==> src/design/rscg_pkg.sv <==
// shared constants for the receiver serial control and gain link
// ----------------------------------------------------------------
// Notes on behaviour
// device holds a 32-bit serial shift register
// bits LSB first, sampled on clock rise
// latch strobe rise commits the shifted word
// bits 0 and 1 select the target register
// readback covers setup and offset DAC registers
// readback is command write, then read transfer
// command word sets readback mode and selection
// readback bit driven on rise, sampled on fall
// first clock idle, next 32 shift out
// register 4 unused, writes may be ignored
// register 0 read-only: DAC codes and ID
// two bits bypass detector resistor and capacitor
// mixer load adjustment bits left at zero
// five-bit gain field, register 1 bits 16:12
// three pins reduce gain without reprogramming
// register 1 bit 28 doubles pin step
// effective gain is difference, saturating at zero
// serial gain programmed only from 0 to 24; the device does not clamp, all 32 field codes pass through
// pins are binary count, msb weighs four
// ----------------------------------------------------------------
package rscg_pkg;
  // ----------------------------------------------------------------
  // serial word layout
  // ----------------------------------------------------------------
  localparam int WORD_W = 32;
  localparam int ADDR_LSB = 0;
  localparam logic [1:0] ADDR_EXT = 2'h0;
  localparam int RB_FLAG_BIT = 2;
  localparam int EXT_SEL_BIT = 3;
  localparam int RB_SEL_LSB = 3;
  localparam int RB_SEL_W = 3;
  localparam logic [2:0] SEL_REG0 = 3'h0;
  localparam logic [2:0] SEL_REG1 = 3'h1;
  localparam logic [2:0] SEL_REG2 = 3'h2;
  localparam logic [2:0] SEL_REG3 = 3'h3;
  localparam logic [2:0] SEL_REG5 = 3'h5;
  localparam logic [31:0] SETUP_RST = 32'h0;
  // register 1 fields
  localparam int GAIN_LSB = 12;
  localparam int GAIN_W = 5;
  localparam logic [4:0] GAIN_MAX = 5'h18;
  localparam int RES_BYP_BIT = 25;
  localparam int CAP_BYP_BIT = 26;
  localparam int FAST_MULT_BIT = 28;
  // register 0 fields
  localparam int ID_LSB = 0;
  localparam int DACI_LSB = 8;
  localparam int DACQ_LSB = 16;
  localparam int DAC_W = 8;
  // readback sequence: one idle pulse, then the word
  localparam logic [5:0] RB_IDLE_PULSES = 6'h01;
  localparam logic [5:0] RB_LAST_PULSE = 6'h20;
  // ----------------------------------------------------------------
  // host register port and link timing
  // ----------------------------------------------------------------
  localparam logic [3:0] HOST_TX_OFS = 4'h0;
  localparam logic [3:0] HOST_RB_OFS = 4'h4;
  localparam logic [3:0] HOST_STAT_OFS = 4'h8;
  localparam logic [3:0] HOST_RX_OFS = 4'hC;
  localparam int STAT_BUSY_BIT = 0;
  localparam int STAT_RXV_BIT = 1;
  localparam int CLK_PERIOD_NS = 50;
  localparam int SCLK_HALF_NS = 400;
  localparam int SCLK_HALF_CYC = (SCLK_HALF_NS + CLK_PERIOD_NS - 1) / CLK_PERIOD_NS;
endpackage : rscg_pkg

==> src/design/rscg_link_if.sv <==
// three-wire programming link plus readback line
`timescale 1ns/10ps
interface rscg_link_if;
  logic serial_clk;
  logic serial_data;
  logic latch_enable_in;
  logic readback_data;

  // controller end drives clock, data and strobe
  modport host_mp (
    output serial_clk,
    output serial_data,
    output latch_enable_in,
    input readback_data
  );

  // receiver end drives only the readback line
  modport device_mp (
    input serial_clk,
    input serial_data,
    input latch_enable_in,
    output readback_data
  );
endinterface : rscg_link_if

==> src/design/rscg_device.sv <==
// receiver end: serial setup registers, readback and gain word
//
// Strobed register access and the register addresses were chosen for this implementation.
`timescale 1ns/10ps
module rscg_device #(
  parameter logic [7:0] DEVICE_ID = 8'h5A // arbitrary identification value
) (
  // clock and reset
  input wire logic clk_i,
  input wire logic reset_i,
  // serial link
  rscg_link_if.device_mp link,
  // fast gain pins, asynchronous
  input wire logic fast_gain_pin_msb_i,
  input wire logic fast_gain_pin_mid_i,
  input wire logic fast_gain_pin_lsb_i,
  // offset DAC codes from calibration
  input wire logic [7:0] dac_i_code_i,
  input wire logic [7:0] dac_q_code_i,
  // setup outputs
  output logic [4:0] baseband_gain_word_o,
  output logic detector_resistor_bypass_o,
  output logic detector_capacitor_bypass_o,
  output logic [31:0] setup_reg1_o,
  output logic [31:0] setup_reg2_o,
  output logic [31:0] setup_reg3_o,
  output logic [31:0] setup_reg5_o,
  output logic readback_mode_o
);

  // ----------------------------------------------------------------
  // state
  // ----------------------------------------------------------------
  typedef struct packed {
    logic [2:0] sclk_p;   // [0] first stage, [1] second, [2] delayed
    logic [1:0] data_p;
    logic [2:0] strobe_p;
    logic [2:0] pins_s1;
    logic [2:0] pins_s2;
    logic [31:0] shift;
    logic [31:0] r1;
    logic [31:0] r2;
    logic [31:0] r3;
    logic [31:0] r5;
    logic rb_mode;
    logic [31:0] rb_word;
    logic [5:0] rb_cnt;
    logic rb_out;
    logic [4:0] gain;
  } rscg_dev_state_t;

  rscg_dev_state_t state_reg;
  rscg_dev_state_t state_next;

  logic sclk_rise;
  logic strobe_rise;
  logic [1:0] addr;
  logic [2:0] rb_sel;
  logic [31:0] reg0_word;
  logic [3:0] reduction;
  logic [4:0] prog_gain;

  // ----------------------------------------------------------------
  // edge detection on synchronised link pins
  // ----------------------------------------------------------------
  // edges look only at second and delayed stages, never the first
  assign sclk_rise = state_reg.sclk_p[1] & ~state_reg.sclk_p[2];
  assign strobe_rise = state_reg.strobe_p[1] & ~state_reg.strobe_p[2];

  // field decode of the committed word
  assign addr = state_reg.shift[rscg_pkg::ADDR_LSB +: 2];
  assign rb_sel = state_reg.shift[rscg_pkg::RB_SEL_LSB +: rscg_pkg::RB_SEL_W];

  // read-only identity and offset DAC word
  always_comb
  begin
    reg0_word = 32'h0;
    reg0_word[rscg_pkg::ID_LSB +: rscg_pkg::DAC_W] = DEVICE_ID;
    reg0_word[rscg_pkg::DACI_LSB +: rscg_pkg::DAC_W] = dac_i_code_i;
    reg0_word[rscg_pkg::DACQ_LSB +: rscg_pkg::DAC_W] = dac_q_code_i;
  end

  // ----------------------------------------------------------------
  // fast gain reduction
  // ----------------------------------------------------------------
  // pins read as a binary step count, msb worth four steps
  always_comb
  begin
    reduction = {1'b0, state_reg.pins_s2};
    if (state_reg.r1[rscg_pkg::FAST_MULT_BIT])
    begin
      reduction = {state_reg.pins_s2, 1'b0};
    end
  end

  assign prog_gain = state_reg.r1[rscg_pkg::GAIN_LSB +: rscg_pkg::GAIN_W];

  // ----------------------------------------------------------------
  // next state
  // ----------------------------------------------------------------
  always_comb
  begin
    state_next = state_reg;
    // two-stage synchronisers for the link and fast gain pins; dac codes are used as they come
    state_next.sclk_p = {state_reg.sclk_p[1:0], link.serial_clk};
    state_next.data_p = {state_reg.data_p[0], link.serial_data};
    state_next.strobe_p = {state_reg.strobe_p[1:0], link.latch_enable_in};
    state_next.pins_s1 = {fast_gain_pin_msb_i, fast_gain_pin_mid_i, fast_gain_pin_lsb_i};
    state_next.pins_s2 = state_reg.pins_s1;

    // gain follows the pins within a few cycles, no serial access needed
    if (reduction >= {1'b0, prog_gain})
    begin
      state_next.gain = 5'h00;
    end
    else
    begin
      state_next.gain = prog_gain - {1'b0, reduction};
    end

    if (strobe_rise)
    begin
      // strobe ends any readback in progress and commits the word
      state_next.rb_mode = 1'b0;
      state_next.rb_out = 1'b0;
      case (addr)
        2'h1:
        begin
          state_next.r1 = state_reg.shift;
        end
        2'h2:
        begin
          state_next.r2 = state_reg.shift;
        end
        2'h3:
        begin
          state_next.r3 = state_reg.shift;
        end
        default:
        begin
          if (state_reg.shift[rscg_pkg::RB_FLAG_BIT])
          begin
            // readback command: latch the selected word now, so a later
            // write cannot tear the value being shifted out
            state_next.rb_mode = 1'b1;
            state_next.rb_cnt = 6'h00;
            case (rb_sel)
              rscg_pkg::SEL_REG0: state_next.rb_word = reg0_word;
              rscg_pkg::SEL_REG1: state_next.rb_word = state_reg.r1;
              rscg_pkg::SEL_REG2: state_next.rb_word = state_reg.r2;
              rscg_pkg::SEL_REG3: state_next.rb_word = state_reg.r3;
              rscg_pkg::SEL_REG5: state_next.rb_word = state_reg.r5;
              default: state_next.rb_word = 32'h0;
            endcase
          end
          else if (state_reg.shift[rscg_pkg::EXT_SEL_BIT])
          begin
            state_next.r5 = state_reg.shift;
          end
          // register 4 and any write to register 0 are dropped

        end
      endcase
    end
    else if (sclk_rise)
    begin
      // shift in: first bit ends in position 0 after 32 clocks
      state_next.shift = {state_reg.data_p[1], state_reg.shift[31:1]};
      if (state_reg.rb_mode)
      begin
        if (state_reg.rb_cnt < rscg_pkg::RB_IDLE_PULSES)
        begin
          state_next.rb_cnt = state_reg.rb_cnt + 6'h01;
        end
        else
        begin
          // next bit out on the rise, controller samples on the fall
          state_next.rb_out = state_reg.rb_word[0];
          state_next.rb_word = {1'b0, state_reg.rb_word[31:1]};
          state_next.rb_cnt = state_reg.rb_cnt + 6'h01;
          if (state_reg.rb_cnt == rscg_pkg::RB_LAST_PULSE)
          begin
            state_next.rb_mode = 1'b0;
          end
        end
      end
    end
  end

  // ----------------------------------------------------------------
  // registers
  // ----------------------------------------------------------------
  always_ff @(posedge clk_i)
  begin
    if (reset_i)
    begin
      state_reg <= '0;
      state_reg.r1 <= rscg_pkg::SETUP_RST;
      state_reg.r2 <= rscg_pkg::SETUP_RST;
      state_reg.r3 <= rscg_pkg::SETUP_RST; // mixer load bits start at 0
      state_reg.r5 <= rscg_pkg::SETUP_RST;
    end
    else
    begin
      state_reg <= state_next;
    end
  end

  // ----------------------------------------------------------------
  // outputs
  // ----------------------------------------------------------------
  assign link.readback_data = state_reg.rb_out;
  assign baseband_gain_word_o = state_reg.gain;
  assign detector_resistor_bypass_o = state_reg.r1[rscg_pkg::RES_BYP_BIT];
  assign detector_capacitor_bypass_o = state_reg.r1[rscg_pkg::CAP_BYP_BIT];
  assign setup_reg1_o = state_reg.r1;
  assign setup_reg2_o = state_reg.r2;
  assign setup_reg3_o = state_reg.r3;
  assign setup_reg5_o = state_reg.r5;
  assign readback_mode_o = state_reg.rb_mode;

endmodule : rscg_device

==> src/flat_wrapper.sv <==
// flat-port wrapper written by rule: the top's interface ports become plain ports
module rscg_device_flat 
#(
  parameter logic [7:0] DEVICE_ID = 8'h5A                                  
)
  (clk_i, reset_i, fast_gain_pin_msb_i, fast_gain_pin_mid_i, fast_gain_pin_lsb_i, dac_i_code_i, dac_q_code_i, baseband_gain_word_o, detector_resistor_bypass_o, detector_capacitor_bypass_o, setup_reg1_o, setup_reg2_o, setup_reg3_o, setup_reg5_o, readback_mode_o, link_serial_clk, link_serial_data, link_latch_enable_in, link_readback_data);
  rscg_link_if link_i ();
  input wire logic clk_i;
  input wire logic reset_i;
  input wire logic fast_gain_pin_msb_i;
  input wire logic fast_gain_pin_mid_i;
  input wire logic fast_gain_pin_lsb_i;
  input wire logic [7:0] dac_i_code_i;
  input wire logic [7:0] dac_q_code_i;
  output logic [4:0] baseband_gain_word_o;
  output logic detector_resistor_bypass_o;
  output logic detector_capacitor_bypass_o;
  output logic [31:0] setup_reg1_o;
  output logic [31:0] setup_reg2_o;
  output logic [31:0] setup_reg3_o;
  output logic [31:0] setup_reg5_o;
  output logic readback_mode_o;
  input wire logic [$bits(link_i.serial_clk)-1:0] link_serial_clk;
  input wire logic [$bits(link_i.serial_data)-1:0] link_serial_data;
  input wire logic [$bits(link_i.latch_enable_in)-1:0] link_latch_enable_in;
  output wire logic [$bits(link_i.readback_data)-1:0] link_readback_data;
  assign link_i.serial_clk = link_serial_clk;
  assign link_i.serial_data = link_serial_data;
  assign link_i.latch_enable_in = link_latch_enable_in;
  assign link_readback_data = link_i.readback_data;
  rscg_device #(.DEVICE_ID(DEVICE_ID)) u_core (.clk_i(clk_i), .reset_i(reset_i), .link(link_i), .fast_gain_pin_msb_i(fast_gain_pin_msb_i), .fast_gain_pin_mid_i(fast_gain_pin_mid_i), .fast_gain_pin_lsb_i(fast_gain_pin_lsb_i), .dac_i_code_i(dac_i_code_i), .dac_q_code_i(dac_q_code_i), .baseband_gain_word_o(baseband_gain_word_o), .detector_resistor_bypass_o(detector_resistor_bypass_o), .detector_capacitor_bypass_o(detector_capacitor_bypass_o), .setup_reg1_o(setup_reg1_o), .setup_reg2_o(setup_reg2_o), .setup_reg3_o(setup_reg3_o), .setup_reg5_o(setup_reg5_o), .readback_mode_o(readback_mode_o));
endmodule
==> config.mk <==
export PLATFORM = sky130hd
export DESIGN_NAME = rscg_device_flat
export DESIGN_NICKNAME = d
export VERILOG_FILES = /design/src/design/rscg_pkg.sv /design/src/design/rscg_link_if.sv /design/src/design/rscg_device.sv /design/src/flat_wrapper.sv
export SDC_FILE = /design/constraint.sdc
export NUM_CORES = 1
export LEC_CHECK = 0
export ABC_AREA = 0
export BUFFER_PORTS_ARGS = -buffer_cell sky130_fd_sc_hd__buf_2
export CAP_MARGIN = 0
export CELL_PAD_IN_SITES_DETAIL_PLACEMENT = 1
export CELL_PAD_IN_SITES_GLOBAL_PLACEMENT = 2
export CORE_UTILIZATION = 37
export CTS_BUF_LIST = sky130_fd_sc_hd__clkbuf_2 sky130_fd_sc_hd__clkbuf_4 sky130_fd_sc_hd__clkbuf_8
export DETAILED_ROUTE_END_ITERATION = 8
export HOLD_SLACK_MARGIN = 0.15
export PLACE_DENSITY = 0.91
export SLEW_MARGIN = 0
export SYNTH_ARGS = -nofsm -noshare
export SYNTH_HDL_FRONTEND = slang
export SYNTH_SLANG_ARGS = --single-unit
==> constraint.sdc <==
create_clock -name clk_i -period 5.1 [get_ports clk_i]
set_input_delay 0.51 -clock clk_i [delete_from_list [all_inputs] [get_ports clk_i]]
set_output_delay 0.51 -clock clk_i [all_outputs]
set_load 0.02 [all_outputs]
==> impl_metrics.tcl <==
set metrics [dict create \
    ant_nets 0 \
    rsz0062_at_grt "false" \
    largest_register_ffs 71 \
    grt_pass1_vias 8728 \
    slew_headroom_pct 18.4 \
    grt-ovfl-total 0 \
    synth.top_cell.area_share_pct 43.1 \
    htreeDepth 2 \
    critPathKind "register to register" \
    postCtsResizedCells 0 \
    synth.area.top_cells "dfxtp_1 (43%), nand2_1 (13%), buf_4 (10%)" \
    nets 1289 \
    avgViaCountPerCell 5.26 \
    avgSynthCellArea_um2 8.06 \
    critPathLaunchType "register" \
    cp_max_fo 31 \
    place_congestion 0.778 \
    drive_gt1_share_pct 21.3 \
    numCtsBuffers 40 \
    grt_use_total_pct 22.5 \
    yosysMostFrequentCell "nand2_1" \
    cts_tree "done" \
    holdBufCountCts 3 \
    p_leak_nw 3.98 \
    initial_core_util_pct 37.7 \
    synth_edf_count 0 \
    yosysWarnings 0 \
    wl_um 31800 \
    diodes 0 \
    postCtsSetupRepairBufs 0 \
    ys_types 57 \
    critPathRequiredTime_ns 5.55 \
    place_hpwl_um 21000 \
    outcome "complete, no violations" \
    final_util_pct 41.2 \
    multi_input_area_mm2 0.00430 \
    routedWlPerCell_um 19.5 \
    io_pins 161 \
    rows 60 \
    synth.top_cells.by_count "nand2_1 (339), dfxtp_1 (218), a21oi_1 (165)" \
    root_buffer "clkbuf_8" \
    clk_pin_slew_ns 0.05 \
    maxSlewViolCount 0 \
    portBuffers 159 \
    drc_errors 0 \
    die_w_um 167 \
    period_share_pct 48.6 \
    syn-cell-area_mm2 0.0101 \
    num_vias 8576 \
    critPathArrivalTime_ns 2.93 \
    syn_to_final_growth_pct 9.29 \
    powerDensity_mw_per_mm2 330 \
    insertion_delay_ns 0.56 \
    vdd_ir_drop_max_v 0.000151 \
    yosys.area.top_type "dfxtp_1" \
    grt_max_degree 77 \
    drt_first_iter_violations 547 \
    coreArea_mm2 0.0269 \
    tns_ns 0 \
    fin_crit_ns 2.48 \
    cts_num_sinks 218 \
    dieArea_mm2 0.0280 \
    finalSetupViolCount 0 \
    fill_cells 3290 \
    syn-num-nets 1289 \
    synth_flop_cell "dfxtp_1" \
    drv_cap 0 \
    hold_class "input port to register" \
    ys_seq_area_share_pct 43.1 \
    ys_ff_latch 218 \
    dp_slack_ns 2.63 \
    async_flop_share_pct 0 \
    worst_pin_slew_ns 1.21 \
    syn-instance-count 1257 \
    hold_viol 0 \
    fmaxAchievable_mhz 404 \
    end_kind "register" \
    antenna_found_initial 0 \
    die_h_um 167 \
    dr.pass1.iters 5 \
    seqCellArea_mm2 0.00437 \
    worst_slack_ns 2.62 \
    grt_first_pass_wirelength_um 49700 \
    cts.path.max_buffers 3 \
    finClkSkew_ns 0.0279 \
]
cells by family after synthesis:
family          Yosys count  share of synthesized area (%)
simple gates            446                           18.7
compound gates          282                           17.1
buf+inv                 248                           14.7
flops                   218                           43.1
mux                      47                           4.77
fa+ha+maj                 8                           1.06
xor+xnor                  7                          0.605
other cells               1                         0.0370
stage by stage:
| step | power (mW) | area (µm²) | hold WS (ns) | std cells |
|---|---|---|---|---|
| floorplan | 1.80 | 10100 | 0.414 | 1257 |
| global placement | 1.83 | 10100 | 0.417 | 1553 |
| detailed placement | 1.83 | 10100 | 0.425 | 1553 |
| CTS | 3.69 | 11100 | 0.155 | 1629 |
| global route | 3.78 | 11100 | 0.167 | 1629 |
| finish | 3.65 | 11100 | 0.177 | 1629 |
worst paths after layout:
| check | from | end | slack, ns | cells past startpoint |
|---|---|---|---|---|
| max reg2reg | u_core.rb_sel[1] | u_core.state_reg[27] | 2.62 | 6 |
| max | u_core.rb_sel[1] | u_core.state_reg[27] | 2.62 | 6 |
| min reg2reg | u_core.state_next[217] | u_core.state_next[218] | 0.43 | 1 |
| min | link_serial_clk | u_core.state_next[217] | 0.18 | 2 |
routing by layer:
| metal | wire length, µm | track usage [%] | part of all wire (%) |
|---|---|---|---|
| met5 | 0 | 0.522 | 0 |
| met1 | 14400 | 29.4 | 45 |
| met2 | 14900 | 37.8 | 47 |
| met3 | 1710 | 3.33 | 5.4 |
| met4 | 760 | 7.62 | 2.4 |
layout by cell type (no fill, tap or decap), types with 3 or more instances in the layout:
master         instances
buf_2                158
dfxtp_2                3
a221oi_2               3
dlygate4sd3_1          3
o211ai_1              26
nand2_1              339
clkbuf_4              11
nor2b_1               20
o21bai_1              16
clkinv_2               3
nor3_1                 9
o21ai_0               13
a22oi_1               15
nor3b_1                5
mux2_2                 4
a21oi_1              165
a32oi_1               19
ha_1                   7
a222oi_1               3
buf_4                 16
xnor2_1                6
o21ai_1                9
mux2i_1               41
nand3_1               16
nor2_1                31
nand2b_1               4
inv_1                 28
dfxtp_1              215
clkbuf_8              56
power breakdown:
part / leakage [nW] / switching, mW / internal [mW] / total (mW)
clock: 0.479 / 0.750 / 1.10 / 1.86
sequential: 1.76 / 0.00204 / 1.71 / 1.71
combinational: 1.74 / 0.0593 / 0.0241 / 0.0834
area by class of cell:
| type | instances | share of cell area (%) |
|---|---|---|
| well taps | 341 | 3.86 |
| repair buffers | 178 | 8.60 |
| multi-input cells | 791 | 38.9 |
| flip-flops and latches | 218 | 39.5 |
| clock buffers | 67 | 7.71 |
| inverters | 28 | 0.950 |
| clock inverters | 6 | 0.543 |
worst max-delay path: stages, from the launching register on:
cell and delay [ns]:
dfxtp_2 0.47, buf_4 0.36, inv_1 0.19, nand2_1 0.18
a211oi_4 0.82, a32oi_1 0.21, o21ai_1 0.16
Note: power is estimated with default switching activity, not from simulation.
